## src/ffps_pkg.sv

```systemverilog
/*
 * Shared constants and carrier types for the flyback fault-protection
 * sequencer. Assumes a single 125 MHz system clock.
 */
package ffps_pkg;

	// Clock period in picoseconds.
	localparam int unsigned CLK_PS = 8000;

	// Protection times as printed, each in its own unit.
	localparam int unsigned SURGE_HALT_NS = 200;
	localparam int unsigned SURGE_WIN_MS = 10;
	localparam int unsigned FBSAT_MS = 100;
	localparam int unsigned RESTART_MS = 2500;
	localparam int unsigned BROWN_MS = 100;
	localparam int unsigned CS2_HOLD_MS = 1;
	localparam int unsigned BLANK_MIN_NS = 3000;
	localparam int unsigned STARTER_US = 500;

	// Cycle counts; least times round up, longest times round down.
	localparam int unsigned SURGE_HALT_CYC = (SURGE_HALT_NS * 1000) / CLK_PS;
	localparam int unsigned BLANK_CYC =
		(BLANK_MIN_NS * 1000 + CLK_PS - 1) / CLK_PS;
	localparam int unsigned STARTER_CYC = (STARTER_US * 1000) / (CLK_PS / 1000);
	localparam longint unsigned MS_CYC = 64'd1000000000 / CLK_PS;

	// Width of the long protection counters.
	localparam int unsigned TW = 32;

	// Sequencer modes.
	typedef enum logic [2:0] {
		FFPS_ACTIVE = 3'b000,
		FFPS_STOP_SURGE = 3'b001,
		FFPS_STOP_CS2 = 3'b010,
		FFPS_LOWC_SURGE = 3'b011,
		FFPS_LOWC_TIMED = 3'b100
	} ffps_mode_t;

	// Comparator results from the power stage.
	typedef struct packed {
		logic surge_hi;
		logic fb_sat;
		logic zcd_armed;
		logic clamp_hi;
		logic cs2_trip;
		logic vcc_low2v;
		logic gate_on;
	} ffps_sense_t;

	// Controls towards the gate driver and start-up unit.
	typedef struct packed {
		logic gate_enable;
		logic starter_hold;
		logic hv_startup_on;
		logic hv_safe_current;
		logic low_consumption;
		logic stop_mode;
	} ffps_ctrl_t;

endpackage

```

## src/ffps_timer.sv

```systemverilog
/*
 * Resettable elapsed-time counter used by every protection timer.
 * Assumes the caller holds run high while the condition stands.
 */
`timescale 1ns/1ps
module ffps_timer #(
	parameter logic [ffps_pkg::TW-1:0] LIMIT = 32'h0000_0001
) (
	input wire logic mclk,
	input wire logic rst_b,
	input wire logic run,
	output logic done
);

	logic [ffps_pkg::TW-1:0] cnt_q;

	// Count while running; a dropped condition returns to zero.
	always_ff @(posedge mclk or negedge rst_b) begin
		if (!rst_b) begin
			cnt_q <= '0;
		end else if (!run) begin
			cnt_q <= '0;
		end else if (cnt_q < LIMIT) begin
			cnt_q <= cnt_q + 1'b1;
		end
	end

	// Done once the limit has been reached.
	assign done = run && (cnt_q >= LIMIT);

endmodule

```

## src/ffps_seq.sv

```systemverilog
/*
 * Fault-protection sequencer for a quasi-resonant flyback controller.
 * Assumes comparator results arrive asynchronously and that the reset
 * is the undervoltage lockout of the supply.
 */
// Operation
// - Surge on start-up pin halts gate switching within 200 ns.
// - A tripped input overvoltage guard enters stop mode.
// - Surge clearing within 10 ms resumes switching at once.
// - Surge beyond 10 ms enters low-consumption until the pin drops.
// - Feedback saturated over 100 ms stops into low-consumption.
// - Feedback-saturation shutdown auto-restarts after 2.5 s.
// - Arming is checked only after the minimum blanking interval.
// - Unarmed at the check invokes a 500 us starter timeout.
// - Brownout is judged only during the on-time.
// - Clamp current above 100 uA gives a per-cycle indication.
// - The brownout timer clears whenever clamp current is high during the on-time.
// - Brownout timer reaching 100 ms stops in low-consumption.
// - Brownout shutdown auto-restarts after 2.5 s.
// - Second-level current trip suspends switching 1 ms, then restarts.
// - That suspension is a stop-mode variant, not low-consumption.
// - Supply below 2 V selects the reduced start-up charge current.
// - Minimum blanking lasts 3 us from turn-off.
`timescale 1ns/1ps
module ffps_seq #(
	parameter logic [ffps_pkg::TW-1:0] SURGE_WIN_CYC =
		ffps_pkg::TW'(ffps_pkg::SURGE_WIN_MS * ffps_pkg::MS_CYC),
	parameter logic [ffps_pkg::TW-1:0] FBSAT_CYC =
		ffps_pkg::TW'(ffps_pkg::FBSAT_MS * ffps_pkg::MS_CYC),
	parameter logic [ffps_pkg::TW-1:0] BROWN_CYC =
		ffps_pkg::TW'(ffps_pkg::BROWN_MS * ffps_pkg::MS_CYC),
	parameter logic [ffps_pkg::TW-1:0] RESTART_CYC =
		ffps_pkg::TW'(ffps_pkg::RESTART_MS * ffps_pkg::MS_CYC),
	parameter logic [ffps_pkg::TW-1:0] CS2_CYC =
		ffps_pkg::TW'(ffps_pkg::CS2_HOLD_MS * ffps_pkg::MS_CYC)
) (
	input wire logic mclk,
	input wire logic rst_b,
	input wire ffps_pkg::ffps_sense_t sense,
	output ffps_pkg::ffps_ctrl_t ctrl,
	output logic brownout_flag,
	output logic fb_sat_flag
);

	localparam logic [ffps_pkg::TW-1:0] BLANK_LIM =
		ffps_pkg::TW'(ffps_pkg::BLANK_CYC);
	localparam logic [ffps_pkg::TW-1:0] STARTER_LIM =
		ffps_pkg::TW'(ffps_pkg::STARTER_CYC);
	localparam int HALT_MAX = ffps_pkg::SURGE_HALT_CYC;

	////////////////////////////////////////////////////////////////////////
	// Input synchronisers: three stages, change taken when 2 and 3 agree.

	localparam int NS = $bits(ffps_pkg::ffps_sense_t);
	ffps_pkg::ffps_sense_t s1_q, s2_q, s3_q, sy_q;

	// Shift the raw comparator results through three flops.
	always_ff @(posedge mclk or negedge rst_b) begin
		if (!rst_b) begin
			s1_q <= '0;
			s2_q <= '0;
			s3_q <= '0;
		end else begin
			s1_q <= sense;
			s2_q <= s1_q;
			s3_q <= s2_q;
		end
	end

	// Accept a new level per bit only when the last two stages agree.
	wire [NS-1:0] sy_d;
	genvar gi;
	generate
		for (gi = 0; gi < NS; gi++) begin : g_agree
			assign sy_d[gi] = (s2_q[gi] == s3_q[gi]) ?
				s3_q[gi] : sy_q[gi];
		end
	endgenerate

	// Register the agreed levels in one process, so one driver owns them.
	always_ff @(posedge mclk or negedge rst_b) begin
		if (!rst_b) begin
			sy_q <= '0;
		end else begin
			sy_q <= sy_d;
		end
	end

	////////////////////////////////////////////////////////////////////////
	// Protection timers.

	ffps_pkg::ffps_mode_t mode_q;
	logic surge_done, fbsat_done, brown_done, restart_done, cs2_done;
	logic blank_done, starter_done;
	logic in_lowc_timed, in_cs2, in_surge_stop;
	logic gate_off_q, armed_q, starter_q, clamp_seen_q, gate_prev_q;

	assign in_surge_stop = (mode_q == ffps_pkg::FFPS_STOP_SURGE);
	assign in_lowc_timed = (mode_q == ffps_pkg::FFPS_LOWC_TIMED);
	assign in_cs2 = (mode_q == ffps_pkg::FFPS_STOP_CS2);

	// Surge window runs only while the overvoltage is present.
	ffps_timer #(.LIMIT(SURGE_WIN_CYC)) u_surge (
		.mclk(mclk), .rst_b(rst_b),
		.run(in_surge_stop && sy_q.surge_hi), .done(surge_done));

	// Feedback saturation must be continuous to count.
	ffps_timer #(.LIMIT(FBSAT_CYC)) u_fbsat (
		.mclk(mclk), .rst_b(rst_b),
		.run(sy_q.fb_sat && (mode_q == ffps_pkg::FFPS_ACTIVE)),
		.done(fbsat_done));

	// Brownout timer runs in active mode, zeroed by a high clamp reading during the on-time.
	ffps_timer #(.LIMIT(BROWN_CYC)) u_brown (
		.mclk(mclk), .rst_b(rst_b),
		.run(!clamp_seen_q && (mode_q == ffps_pkg::FFPS_ACTIVE)),
		.done(brown_done));

	// Auto-restart wait in timed low-consumption.
	ffps_timer #(.LIMIT(RESTART_CYC)) u_restart (
		.mclk(mclk), .rst_b(rst_b),
		.run(in_lowc_timed), .done(restart_done));

	// Second-level current suspension.
	ffps_timer #(.LIMIT(CS2_CYC)) u_cs2 (
		.mclk(mclk), .rst_b(rst_b),
		.run(in_cs2), .done(cs2_done));

	// Minimum blanking, measured from gate turn-off.
	ffps_timer #(.LIMIT(BLANK_LIM)) u_blank (
		.mclk(mclk), .rst_b(rst_b),
		.run(gate_off_q), .done(blank_done));

	// Starter timeout while the valley check found no arming.
	ffps_timer #(.LIMIT(STARTER_LIM)) u_starter (
		.mclk(mclk), .rst_b(rst_b),
		.run(starter_q), .done(starter_done));

	////////////////////////////////////////////////////////////////////////
	// Switching-cycle tracking: blanking, arming check and clamp sampling.

	// Remember the gate level to find the turn-off edge.
	always_ff @(posedge mclk or negedge rst_b) begin
		if (!rst_b) begin
			gate_prev_q <= 1'b0;
		end else begin
			gate_prev_q <= sy_q.gate_on;
		end
	end

	// Off-time flag: set at turn-off, cleared at the next turn-on.
	always_ff @(posedge mclk or negedge rst_b) begin
		if (!rst_b) begin
			gate_off_q <= 1'b0;
			armed_q <= 1'b0;
		end else if (sy_q.gate_on) begin
			gate_off_q <= 1'b0;
			armed_q <= 1'b0;
		end else if (gate_prev_q) begin
			gate_off_q <= 1'b1;
		end else if (blank_done && !armed_q) begin
			armed_q <= 1'b1;
		end
	end

	// Starter hold launches once at the check when the valley is unarmed.
	always_ff @(posedge mclk or negedge rst_b) begin
		if (!rst_b) begin
			starter_q <= 1'b0;
		end else if (starter_done || sy_q.gate_on) begin
			starter_q <= 1'b0;
		end else if (blank_done && !armed_q && !sy_q.zcd_armed) begin
			starter_q <= 1'b1;
		end
	end

	// Clamp current is only sampled while the switch conducts.
	always_ff @(posedge mclk or negedge rst_b) begin
		if (!rst_b) begin
			clamp_seen_q <= 1'b0;
		end else begin
			clamp_seen_q <= sy_q.gate_on && sy_q.clamp_hi;
		end
	end

	////////////////////////////////////////////////////////////////////////
	// Mode sequencer.

	logic surge_now;
	assign surge_now = sy_q.surge_hi;

	// Low-consumption outcomes are checked before timed stops.
	always_ff @(posedge mclk or negedge rst_b) begin
		if (!rst_b) begin
			mode_q <= ffps_pkg::FFPS_ACTIVE;
		end else begin
			case (mode_q)
				ffps_pkg::FFPS_ACTIVE: begin
					if (fbsat_done || brown_done) begin
						mode_q <= ffps_pkg::FFPS_LOWC_TIMED;
					end else if (surge_now) begin
						mode_q <= ffps_pkg::FFPS_STOP_SURGE;
					end else if (sy_q.cs2_trip) begin
						mode_q <= ffps_pkg::FFPS_STOP_CS2;
					end
				end
				ffps_pkg::FFPS_STOP_SURGE: begin
					if (!surge_now) begin
						mode_q <= ffps_pkg::FFPS_ACTIVE;
					end else if (surge_done) begin
						mode_q <= ffps_pkg::FFPS_LOWC_SURGE;
					end
				end
				ffps_pkg::FFPS_STOP_CS2: begin
					if (surge_now) begin
						mode_q <= ffps_pkg::FFPS_STOP_SURGE;
					end else if (cs2_done) begin
						mode_q <= ffps_pkg::FFPS_ACTIVE;
					end
				end
				ffps_pkg::FFPS_LOWC_SURGE: begin
					if (!surge_now) begin
						mode_q <= ffps_pkg::FFPS_ACTIVE;
					end
				end
				ffps_pkg::FFPS_LOWC_TIMED: begin
					if (restart_done) begin
						mode_q <= ffps_pkg::FFPS_ACTIVE;
					end
				end
				default: begin
					mode_q <= ffps_pkg::FFPS_ACTIVE;
				end
			endcase
		end
	end

	// Remember which fault caused the timed shutdown.
	always_ff @(posedge mclk or negedge rst_b) begin
		if (!rst_b) begin
			brownout_flag <= 1'b0;
			fb_sat_flag <= 1'b0;
		end else if (mode_q == ffps_pkg::FFPS_ACTIVE) begin
			brownout_flag <= brown_done;
			fb_sat_flag <= fbsat_done && !brown_done;
		end
	end

	////////////////////////////////////////////////////////////////////////
	// Outputs to gate driver and start-up unit.

	// True in either low-consumption mode.
	function automatic logic is_lowc(input ffps_pkg::ffps_mode_t m);
		return (m == ffps_pkg::FFPS_LOWC_SURGE) ||
			(m == ffps_pkg::FFPS_LOWC_TIMED);
	endfunction

	// Gate enable drops the cycle after a surge is accepted.
	always_ff @(posedge mclk or negedge rst_b) begin
		if (!rst_b) begin
			ctrl <= '0;
		end else begin
			ctrl.gate_enable <= (mode_q == ffps_pkg::FFPS_ACTIVE) &&
				!surge_now && !sy_q.cs2_trip;
			ctrl.starter_hold <= starter_q;
			ctrl.hv_startup_on <= is_lowc(mode_q);
			ctrl.hv_safe_current <= sy_q.vcc_low2v;
			ctrl.low_consumption <= is_lowc(mode_q);
			ctrl.stop_mode <= in_surge_stop || in_cs2;
		end
	end
endmodule

```

## config.mk

```make
export PLATFORM = sky130hd
export DESIGN_NAME = ffps_seq
export DESIGN_NICKNAME = d
export VERILOG_FILES = /design/src/ffps_pkg.sv /design/src/ffps_timer.sv /design/src/ffps_seq.sv
export SDC_FILE = /design/constraint.sdc
export NUM_CORES = 1
export LEC_CHECK = 0
export CORE_ASPECT_RATIO = 2
export CORE_UTILIZATION = 60
export DETAILED_ROUTE_END_ITERATION = 10
export DONT_BUFFER_PORTS = 1
export MAX_ROUTING_LAYER = met4
export PLACE_DENSITY = 0.76
export SETUP_SLACK_MARGIN = 0.4
export SYNTH_ARGS = -nofsm -noshare
export SYNTH_HDL_FRONTEND = slang
export SYNTH_SLANG_ARGS = --single-unit
```

## constraint.sdc

```tcl
create_clock -name mclk -period 3.3 [get_ports mclk]
set_input_delay 0.165 -clock mclk [delete_from_list [all_inputs] [get_ports mclk]]
set_output_delay 0.165 -clock mclk [all_outputs]
set_load 0.02 [all_outputs]
```

* After elaboration in Yosys (flattened, before gate mapping)
Cells that the tools add are included.
Storage, ports and cells: flip-flop bits (word level) 267, bits in latches 0, RAM bits 0, bits in read-only memories 0, input port bits 9, output and inout port bits 8, word-level logic and storage cells 156, memories kept 0
Cells by class: add/sub/neg operators 7, multiply operators 0, divide/modulo/power cells 0, magnitude comparators 14, equality and inequality tests 24, shifts and indexed selects 0, muxes and demuxes 31, bitwise gates (word level) 0, reductions and logical operators 32
Operators by type and width (number):
- two-way mux 32 bit | 14
- adder 32 x 1 -> 32 bit (second input constant) | 7
- >= comparator 32 x 24 -> 1 bit (second input constant) | 2
- less-than comparator 32 x 24 -> 1 bit (second input constant) | 2
- >= comparator 32 x 16 -> 1 bit (second input constant) | 1
- >= comparator 32 x 17 -> 1 bit (second input constant) | 1
- >= comparator 32 x 21 -> 1 bit (second input constant) | 1
- >= comparator 32 x 29 -> 1 bit (second input constant) | 1
- >= comparator 32 x 9 -> 1 bit (second input constant) | 1
- less-than comparator 32 x 16 -> 1 bit (second input constant) | 1
- less-than comparator 32 x 17 -> 1 bit (second input constant) | 1
- less-than comparator 32 x 21 -> 1 bit (second input constant) | 1
- less-than comparator 32 x 29 -> 1 bit (second input constant) | 1
- less-than comparator 32 x 9 -> 1 bit (second input constant) | 1
- two-way mux 3 bit | 9
- logical AND 1 bit | 16
- case mux 3 bit (5 select lines) | 1
- != test 2 bit (second input constant) | 7
- equality test 1 bit | 7
- two-way mux 1 bit | 7
- equality test 3 x 2 -> 1 bit (second input constant) | 2
- zero test 1 bit | 6
- != test 2 x 1 -> 1 bit (second input constant) | 3
- != test 3 bit (second input constant) | 2
- other kinds (8) | 13

* Longest topological paths before layout
Gate-level depths: netlist of run 1.
depth in word-level cells 6, depth in mapped cells 8, depth with buffers taken out 7

* Hierarchy
From an unflattened synthesis of run 1, not the netlist that was laid out.
Second synthesis, totals: cells, all modules 1226, area total of the unflattened synthesis 12736.0 um^2
Modules (own cells, without submodules):
- ffps_timer (u_brown ...) | instances 2, cells an instance 188, area an instance 1771.7 um^2, seq. area each 800.8 um^2
- ffps_timer (u_restart) | instances 1, cells an instance 206, area an instance 1871.8 um^2, seq. area each 800.8 um^2
- ffps_timer (u_surge) | instances 1, cells an instance 159, area an instance 1616.6 um^2, seq. area each 800.8 um^2
- ffps_timer (u_starter) | instances 1, cells an instance 150, area an instance 1521.5 um^2, seq. area each 800.8 um^2
- ffps_timer (u_cs2) | instances 1, cells an instance 136, area an instance 1462.7 um^2, seq. area each 800.8 um^2
- ffps_seq | instances 1, cells an instance 93, area an instance 1405.1 um^2, seq. area each 1076.0 um^2
- ffps_timer (u_blank) | instances 1, cells an instance 106, area an instance 1315.0 um^2, seq. area each 800.8 um^2

* Worst setup path after synthesis of run 1
OpenSTA, ideal clock, no wires.
path type reg-to-reg, from register u_brown.cnt_q[14] (netlist bit), to register u_brown.cnt_q[21] (netlist bit), setup time 0.066 ns, data arrival time 2.571 ns, data required time 3.234 ns, slack 0.663 ns, cell stages (with the launch flop) 7, buffers on the path 0, clock period less this slack 2.637 ns, path through dfrtp_1 -> or4_1 -> o32a_1 -> a211o_1 -> a2111o_1 -> or4_1 -> nand2_1
Between the ends: cells in the longest elaborated chain, start to end 3
Ends and longest elaborated chain:
- from (decl) | line ffps_timer.sv:15 | logic [ffps_pkg::TW-1:0] cnt_q;
- from (signal assigned) | line ffps_timer.sv:24 | cnt_q <= cnt_q + 1'b1;
- adder 32 x 1 -> 32 bit | line ffps_timer.sv:24
- two-way mux 32 bit | line ffps_timer.sv:23 | end else if (cnt_q < LIMIT) begin
- two-way mux 32 bit | line ffps_timer.sv:21 | end else if (!run) begin
Several ways; a longest one is shown, not always the timed one. The select of a mux whose other input is x is not followed. A chain may end at the register's enable or synchronous reset.

* Final worst setup path of run 1
Same ends and word-level chain as after synthesis.

==> results.py, run 1 <==
metrics = {
    "cells_and_area": {
        "drive_gt1_frac": 0.0582,
        "fill_cells": 1542,
        "layout.nets": 1172,
        "syn2layout_area_growth_pct": 10.6,
        "finalCoreUtilization": 0.676,
        "diodes": 0,
    },
    "cts": {
        "cts_max_level": 1,
        "cts_root_buffer": "clkbuf_16",
        "cts_buffers": 24,
        "path_clk_slew_ns": 0.07,
        "cts_buffer_depth": 3,
        "insertion_delay_ns": 0.53,
        "holdBufCountCts": 7,
        "cts_tree": "done",
        "cts_resized": 0,
        "clock_sinks": 267,
    },
    "global_route": {
        "grt_pass1_wl_um": 39200,
        "grt_max_degree": 268,
        "track_usage": 0.243,
        "overflow": 0,
        "grt_pass1_vias": 8540,
        "grt_antenna_before_repair": 0,
    },
    "route": {
        "drt_iter0_drc": 328,
        "viasPerCell": 5.76,
        "drt-pass1-iter-count": 4,
        "drtAntennaViolNets": 0,
        "vias": 8215,
        "routedWlPerCell_um": 15.6,
        "routed_wl_um": 22300,
        "drcViolationCount": 0,
    },
    "sta": {
        "setup_viol": 0,
        "clock_skew_ns": 0.0125,
        "clock.fmax_mhz": 363,
        "fin_crit_ns": 2.76,
        "slew_viol_final": 0,
        "rsz0062_at_grt": "false",
        "setup_tns_ns": 0,
        "hold_viol_final": 267,
        "slew_headroom": 0.321,
        "hold_ws_ns": -0.669,
        "worst_pin_slew_ns": 1.02,
        "finalCritPeriodShare": 0.835,
    },
    "floorplan": {
        "start_util": 0.612,
        "num_io_pins": 17,
        "fp.dieArea_um2": 20200,
        "die_h_um": 200,
        "fp.dieW_um": 101,
        "core_um2": 19300,
        "rows": 72,
    },
    "setup_path": {
        "critPathRequiredTime_ns": 3.77,
        "cp-end-kind": "flip-flop",
        "reg2reg_from": "u_brown.cnt_q[14]",
        "arrival_ns": 3.23,
        "startpoint": "u_brown.cnt_q[14]",
        "worstSetupStartpointType": "flip-flop",
        "path_class": "reg -> reg",
        "cp_max_fo": 9,
    },
    "run_status": {
        "status": "complete, but fails checks",
        "failed_checks": "negative hold slack",
    },
    "synth": {
        "synth.distinct_cells": 54,
        "ys_seq_area_frac": 0.567,
        "synth-edff-count": 0,
        "synth.avg_cell_area_um2": 10.4,
        "ys_seq_elements": 267,
        "syn-num-nets": 1160,
        "async_reset_ff_frac": 1.00,
        "synth_ff_type": "dfrtp_1",
        "synthCells": 1138,
        "netlist_area_um2": 11800,
        "ys_warn_count": 0,
    },
    "min_path": {
        "min_path_type": "in -> async",
    },
    "power_and_ir_drop": {
        "power.density_nw_per_um2": 535,
        "p_leak_uw": 0.00572,
        "max-vdd-ir-drop_v": 0.000452,
    },
    "placement": {
        "place_hpwl_um": 14500,
        "place_congestion": 0.811,
        "port-buffer-count": 0,
    },
    "flow_run": {
        "drv_cap": 0,
    },
}
-- layout by cell type, fill, tap and decap left out, types with 25 or more instances in the layout --
cell	count
dfrtp_1	267
xnor2_1	61
nor4_1	40
and2_1	69
nor2_1	120
nor3_1	39
inv_1	37
nand2_1	88
clkbuf_16	25
a21oi_1	40
nand3_1	45
and3_1	50
nand4_1	30
-- critical path: stages, from the launching register on --
cell and delay (ns):
dfrtp_1 0.43, or4_1 0.53, o32a_1 0.30, a211o_1 0.32
a2111o_1 0.54, or4_1 0.49, nand2_1 0.08
-- kinds of logic (layout without fill, tap and decap cells) --
logic type | Yosys count | in the layout | synth area share
flops | 267 | 267 | 0.567
fa+ha+maj | 20 | 20 | 0.0197
xor+xnor | 83 | 83 | 0.0617
simple gates | 552 | 552 | 0.246
mux | 11 | 11 | 0.00934
compound gates | 129 | 129 | 0.0720
buf+inv | 76 | 106 | 0.0245
-- per-stage QoR --
step | worst slack [ns] | cells | instance area [um2] | hold WS (ns) | total power [uW]
6_report | 0.545 | 1427 | 13000 | -0.669 | 6970
5_1_grt | 0.446 | 1427 | 13000 | -0.704 | 7250
4_1_cts | 0.570 | 1425 | 13000 | -0.685 | 7040
3_5_place_dp | 0.587 | 1374 | 12100 | -0.124 | 4030
3_3_place_gp | 0.591 | 1374 | 12100 | -0.125 | 4020
2_1_floorplan | 0.663 | 1138 | 11800 | -0.131 | 3900
-- flip-flops by register name, indices dropped and copies added, names as in the netlist, 3 cells and up --
| name | cells |
|---|---|
| s1_q | 7 |
| u_starter.cnt_q | 32 |
| s3_q | 7 |
| u_restart.cnt_q | 32 |
| sy_q | 6 |
| u_blank.cnt_q | 32 |
| u_cs2.cnt_q | 32 |
| u_surge.cnt_q | 32 |
| ctrl | 5 |
| s2_q | 7 |
| u_brown.cnt_q | 32 |
| u_fbsat.cnt_q | 32 |
| mode_q | 3 |
-- path summary, 6_finish.rpt --
| check | endpoint | slack [ns] | cells past startpoint |
|---|---|---|---|
| min reg2reg | s2_q[0] | 0.35 | 0 |
| max reg2reg | u_brown.cnt_q[21] | 0.54 | 6 |
| max in group asynchronous | u_cs2.cnt_q[10] | 3.39 | 0 |
| min in group mclk | s1_q[2] | 0.19 | 1 |
| min | u_fbsat.cnt_q[14] | -0.67 | 0 |
| max | u_brown.cnt_q[21] | 0.54 | 6 |
-- layout make-up --
class	count	area, um2	share of cell area
clock buffer	36	747	0.0573
timing repair buffer	24	198	0.0152
tap	259	324	0.0249
sequential	267	6680	0.513
inverter	38	143	0.0109
clock inverter	8	118	0.00902
multi-input combinational	795	4820	0.370
-- metal layers --
metal	vias up	wire (um)	track usage
li1	3998	-	-
met1	4086	9000	0.273
met2	93	12300	0.437
met3	38	566	0.0297
met4	0	459	0.0802
met5	-	0	-
-- repair_timing --
action,in CTS,in global routing
buffers inserted,0,2
endpoints found under the setup margin,0,1
hold endpoints to repair,274,267
-- synth_stat cells (all sizes together), types with 6 or more instances --
library cell	count	area (um2)
dfrtp	267	6680
nor2	120	450
nand2	88	330
and2	69	432
xnor2	61	534
and3	50	313
nand3	45	225
nor4	42	269
a21oi	40	200
nor3	39	195
clkbuf	37	139
inv	37	139
nand4	30	188
o21ai	24	120
xor2	22	193
or3	21	131
or4	15	113
ha	13	163
and4	12	105
mux2i	11	110
o211ai	10	75.1
a31o	7	61.3
maj3	7	70.1
nand2b	7	43.8
o21a	7	52.6
o31ai	6	45.0
-- power breakdown --
| part | switching (uW) | internal [uW] | leakage, uW |
|---|---|---|---|
| clock | 1200 | 1800 | 0.000427 |
| sequential | 119 | 3360 | 0.00365 |
| combinational | 340 | 154 | 0.00164 |
| total | 1660 | 5310 | 0.00572 |
No activity file was read; power rests on OpenSTA's default activity.
==> run 2, diff against run 1 <==
==> constraint.sdc (replaced) <==
create_clock -name mclk -period 2.86 [get_ports mclk]
set_input_delay 0.143 -clock mclk [delete_from_list [all_inputs] [get_ports mclk]]
set_output_delay 0.143 -clock mclk [all_outputs]
set_load 0.02 [all_outputs]
==> results.py, run 2 (synthesis gave the netlist of run 1 again) <==
metrics = {
    "sta": {
        "hold_ws_ns": -0.695,
        "slew_headroom": 0.334,
        "setup_viol": 0,
        "fin_crit_ns": 2.50,
        "hold_viol_final": 267,
        "slew_viol_final": 0,
        "rsz0062_at_grt": "true",
        "clock_skew_ns": 0.0104,
        "worst_pin_slew_ns": 0.992,
        "setup_tns_ns": 0,
        "finalCritPeriodShare": 0.876,
        "clock.fmax_mhz": 399,
    },
    "placement": {
        "place_hpwl_um": 14500,
        "place_congestion": 0.838,
        "dp.cells": 1383,
        "port-buffer-count": 0,
    },
    "setup_path": {
        "cp_max_fo": 5,
        "path_class": "reg -> reg",
        "path_delay_family": "compound AO/OA/AOI/OAI gates",
        "path_buf_inv": 0,
        "slowest_stage": "or4_1",
        "reg2reg_depth": 6,
        "cp.depth": 6,
        "worstSetupStartpointType": "flip-flop",
        "reg2reg_from": "u_brown.cnt_q[8]",
        "critPathRequiredTime_ns": 3.33,
        "r2r_setup_slack_ns": 0.36,
        "arrival_ns": 2.97,
        "worstPathCellList": "or4_1 > o32a_1 > a211o_1 > a2111o_1 > or4_1 > nand2_1",
        "r2r_end": "u_brown.cnt_q[21]",
        "crit_path_frequent_cell": "or4_1",
        "cpPeakStageDelay_ns": 0.52,
        "crit_end": "u_brown.cnt_q[21]",
        "startpoint": "u_brown.cnt_q[8]",
        "cp-end-kind": "flip-flop",
    },
    "power_and_ir_drop": {
        "pwr-share-seq": 0.496,
        "max-vdd-ir-drop_v": 0.000507,
        "combPwrFrac": 0.079,
        "power.density_nw_per_um2": 607,
        "switching_share": 0.244,
        "p_sw_uw": 1970,
        "internal-power_uw": 6100,
        "clockPowerShare": 0.425,
        "p_leak_uw": 0.00580,
    },
    "floorplan": {
        "fp.dieW_um": 101,
        "core_um2": 19300,
        "rows": 72,
        "fp.dieArea_um2": 20200,
        "start_util": 0.612,
        "die_h_um": 200,
        "num_io_pins": 17,
    },
    "cts": {
        "cts_root_buffer": "clkbuf_16",
        "clock_sinks": 267,
        "holdBufCountCts": 7,
        "insertion_delay_ns": 0.53,
        "path_clk_slew_ns": 0.07,
        "cts_buffers": 24,
        "cts_tree": "done",
        "cts_max_level": 1,
        "cts_buffer_depth": 3,
    },
    "global_route": {
        "grt_pass1_vias": 8524,
        "overflow": 0,
        "grt_pass1_wl_um": 38900,
        "track_usage": 0.243,
        "grt_antenna_before_repair": 0,
        "grt_max_degree": 268,
    },
    "cells_and_area": {
        "fill_cells": 1513,
        "mostFrequentLayoutCell": "dfrtp_1",
        "stdcell_count": 1446,
        "diodes": 0,
        "syn2layout_area_growth_pct": 12.9,
        "layout.nets": 1192,
        "final_cell_mix": "dfrtp_1, nor2_1, nand2_1",
        "drive_gt1_frac": 0.0893,
    },
    "route": {
        "drcViolationCount": 0,
        "viasPerCell": 5.83,
        "drtAntennaViolNets": 0,
        "routedWlPerCell_um": 15.9,
        "routed_wl_um": 23000,
        "vias": 8424,
        "drt_iter0_drc": 475,
        "drt-pass1-iter-count": 4,
    },
    "flow_run": {
        "drv_cap": 0,
    },
    "run_status": {
        "status": "complete, but fails checks",
        "failed_checks": "negative hold slack",
    },
    "min_path": {
        "min_path_type": "in -> async",
    },
}
-- run 2: changes by cell type in the layout (fill, tap and decap cells not counted), moves of 3 or more --
cell	before	now
a21oi_1	40	37
a21oi_2	0	3
nor3_2	0	5
nor4_1	40	37
nor4_4	0	3
clkinvlp_4	1	5
nor3_1	39	33
buf_4	17	35
-- run 2: how the worst min path moves through the flow --
stage                     start           endpoint  cells past startpoint
after floorplan           rst_b            armed_q                      0
after global placement    rst_b  u_brown.cnt_q[12]                      0
after detailed placement  rst_b  u_brown.cnt_q[12]                      0
after CTS                 rst_b  u_brown.cnt_q[12]                      0
after global routing      rst_b  u_brown.cnt_q[12]                      0
final                     rst_b  u_brown.cnt_q[13]                      0
-- run 2: through the flow --
step	hold WS [ns]	worst slack [ns]	utilization	cell area, um2	total power, uW
after floorplan	-0.153	0.404	-	11800	4500
after global placement	-0.148	0.301	0.630	12100	4680
after detailed placement	-0.147	0.293	0.630	12100	4690
after CTS	-0.719	0.310	0.681	13100	8160
after global routing	-0.717	0.283	0.690	13300	8390
final	-0.695	0.355	0.690	13300	8070
-- run 2: timing repair --
item,in CTS,in global routing
buffers inserted,7,5
pin swaps,5,14
endpoints found under the setup margin,11,46
resized for setup,1,26
hold endpoints to repair,274,267
gates cloned,1,0
-- run 2: metal layers --
layer / GRT usage / part of all wire / up-vias
met5: - / 0 / -
met4: 0.0952 / 0.029 / 0
met3: 0.0269 / 0.029 / 54
met2: 0.428 / 0.55 / 135
met1: 0.279 / 0.39 / 4179
li1: - / - / 4056
-- run 2: worst reg2reg max path: cells and delay by family, from the launching register on --
kind               cells  cell delay (ns)
AOI/OAI and AO/OA      3             1.06
DFF                    1             0.38
and+or+nand+nor        3             1.02
-- run 2: cell type report --
cell class	instances	area, um2	share of cell area
inverters	38	143	0.0107
clock inverters	11	143	0.0107
multi-input cells	796	4960	0.373
clock buffers	32	712	0.0535
well taps	259	324	0.0244
repair buffers	43	344	0.0259
flip-flops and latches	267	6680	0.502
-- run 2: power by group through the flow --
stage / sequential, uW / clock, uW / combinational, uW
finish: 4010 / 3430 / 635
global route: 4020 / 3660 / 714
CTS: 4000 / 3530 / 636
detailed placement: 4070 / 0 / 617
global placement: 4070 / 0 / 608
floorplan: 4020 / 0 / 476
==> run 3, diff against run 2 <==
--- a/config.mk
+++ b/config.mk
@@ -5,6 +5,7 @@
 export SDC_FILE = /design/constraint.sdc
 export NUM_CORES = 1
 export LEC_CHECK = 0
+export ABC_AREA = 1
 export CORE_ASPECT_RATIO = 2
 export CORE_UTILIZATION = 60
 export DETAILED_ROUTE_END_ITERATION = 10
==> results.py, run 3 <==
metrics = {
    "run_status": {
        "status": "complete, but fails checks",
        "failed_checks": "negative hold slack",
    },
    "sta": {
        "worst_pin_slew_ns": 0.633,
        "clock.fmax_mhz": 456,
        "slew_viol_final": 0,
        "clock_skew_ns": 0.0124,
        "slew_headroom": 0.578,
        "setup_viol": 0,
        "fin_crit_ns": 2.19,
        "finalCritPeriodShare": 0.767,
        "rsz0062_at_grt": "false",
        "hold_viol_final": 267,
        "final.setup.worst_slack_ns": 0.666,
        "hold_ws_ns": -0.699,
        "setup_tns_ns": 0,
    },
    "cells_and_area": {
        "multiInputGateArea_um2": 5240,
        "ff_latch_area_um2": 6680,
        "final_cell_area_um2": 14300,
        "mostFrequentLayoutCell": "nand2_1",
        "fill_cells": 1847,
        "diodes": 0,
        "layout.nets": 1682,
        "finalCoreUtilization": 0.664,
        "final_cell_mix": "nand2_1, dfrtp_1, inv_1",
        "syn2layout_area_growth_pct": 8.76,
        "drive_gt1_frac": 0.0573,
    },
    "synth": {
        "netlist_top_cells_area": "dfrtp_1, nand2_1, inv_1",
        "yosys-top-cells-count": "nand2_1, dfrtp_1, inv_1, nor2_1, nand3_1",
        "synth_most_common_cell": "nand2_1",
        "syn-num-nets": 1671,
        "synth.distinct_cells": 49,
        "synth.avg_cell_area_um2": 7.95,
        "ys_seq_area_frac": 0.509,
        "synth_top_area_cell": "dfrtp_1",
        "async_reset_ff_frac": 1.00,
        "netlist_area_um2": 13100,
        "synthCells": 1649,
        "ys_seq_elements": 267,
        "synth-edff-count": 0,
        "ys_warn_count": 0,
        "synth_ff_type": "dfrtp_1",
        "synth_top_area_frac": 0.509,
    },
    "cts": {
        "holdBufCountCts": 7,
        "insertion_delay_ns": 0.53,
        "cts_buffers": 24,
        "cts_tree": "done",
        "cts_root_buffer": "clkbuf_16",
        "cts_max_level": 1,
        "clock_sinks": 267,
        "cts_buffer_depth": 3,
        "postCtsSetupRepairBufs": 0,
        "cts_resized": 0,
        "path_clk_slew_ns": 0.07,
    },
    "floorplan": {
        "rows": 76,
        "core_um2": 21500,
        "fp.dieArea_um2": 22500,
        "num_io_pins": 17,
        "start_util": 0.610,
        "die_h_um": 211,
        "fp.dieW_um": 107,
    },
    "min_path": {
        "min_path_type": "in -> async",
    },
    "placement": {
        "pre_cts_ws_ns": 0.708,
        "port-buffer-count": 0,
        "placed_area_um2": 13300,
        "place_hpwl_um": 19900,
        "place_congestion": 0.981,
    },
    "power_and_ir_drop": {
        "p_leak_uw": 0.00659,
        "power.density_nw_per_um2": 568,
        "max-vdd-ir-drop_v": 0.000588,
    },
    "setup_path": {
        "worstSetupStartpointType": "flip-flop",
        "cp_max_fo": 27,
        "path_class": "reg -> reg",
        "critPathRequiredTime_ns": 3.31,
        "arrival_ns": 2.64,
        "cp-end-kind": "flip-flop",
    },
    "global_route": {
        "track_usage": 0.273,
        "grt_antenna_before_repair": 0,
        "grt_max_degree": 268,
        "grt_pass1_wl_um": 48100,
        "overflow": 0,
        "grt_pass1_vias": 10700,
    },
    "route": {
        "routedWlPerCell_um": 14.4,
        "vias": 10600,
        "drtAntennaViolNets": 0,
        "routed_wl_um": 28000,
        "drt_iter0_drc": 574,
        "viasPerCell": 5.43,
        "drt-pass1-iter-count": 6,
        "drcViolationCount": 0,
    },
    "flow_run": {
        "drv_cap": 0,
    },
}
## run 3: logic make-up (layout without fill, tap and decap cells)
family          Yosys count  in the layout  share of synthesized area
fa+ha+maj                20             20                     0.0177
compound gates          186            186                     0.0811
xor+xnor                 24             24                     0.0160
simple gates            850            850                      0.284
buf+inv                 302            329                     0.0914
flops                   267            267                      0.509
## run 3: area by class of cell
cell class                 instances  area share
sequential                       267       0.468
multi-input combinational       1080       0.367
tap                              273      0.0239
clock buffer                      33      0.0466
inverter                         271      0.0713
clock inverter                     9      0.0131
timing repair buffer              16     0.00965
## run 3: path summary, 6_finish.rpt
kind                       cells past startpoint                  to         startpoint  slack [ns]
setup / recovery                              10    u_brown.cnt_q[2]  u_brown.cnt_q[17]        0.67
hold / removal                                 0  u_starter.cnt_q[2]              rst_b       -0.70
min in group mclk                              1             s1_q[4]           sense[4]        0.16
hold reg to reg                                0             s2_q[1]            s1_q[1]        0.35
setup reg to reg                              10    u_brown.cnt_q[2]  u_brown.cnt_q[17]        0.67
max in group asynchronous                      0     u_cs2.cnt_q[11]              rst_b        3.01
## run 3: stage by stage
step | hold slack, ns | cells | total power [uW]
after floorplan | -0.153 | 1649 | 4510
after global placement | -0.147 | 1900 | 4670
after detailed placement | -0.146 | 1900 | 4690
after CTS | -0.713 | 1949 | 8190
after global routing | -0.719 | 1949 | 8420
final | -0.699 | 1949 | 8100
## run 3: critical path: stages (launching register included)
cell     delay, ns
dfrtp_1       0.41
nand2_1       0.11
inv_1         0.09
nand3_1       0.09
o21ai_0       0.20
nor2_1        0.07
nand2_2       0.23
nand2_4       0.24
inv_1         0.40
nor2_1        0.10
nor3_1        0.17
## run 3: layer usage
layer	share of wire	vias to the layer above	routed length, um	GRT usage
met4	0.042	0	1180	0.135
li1	-	5258	-	-
met5	0	-	0	-
met2	0.55	209	15400	0.502
met1	0.38	5033	10600	0.284
met3	0.030	91	831	0.0299
## run 3: where the power goes
part           internal, uW  leakage, uW  switching, uW
clock                  2080     0.000406           1400
combinational           185      0.00254            445
sequential             3880      0.00365            115
total                  6140      0.00659           1960
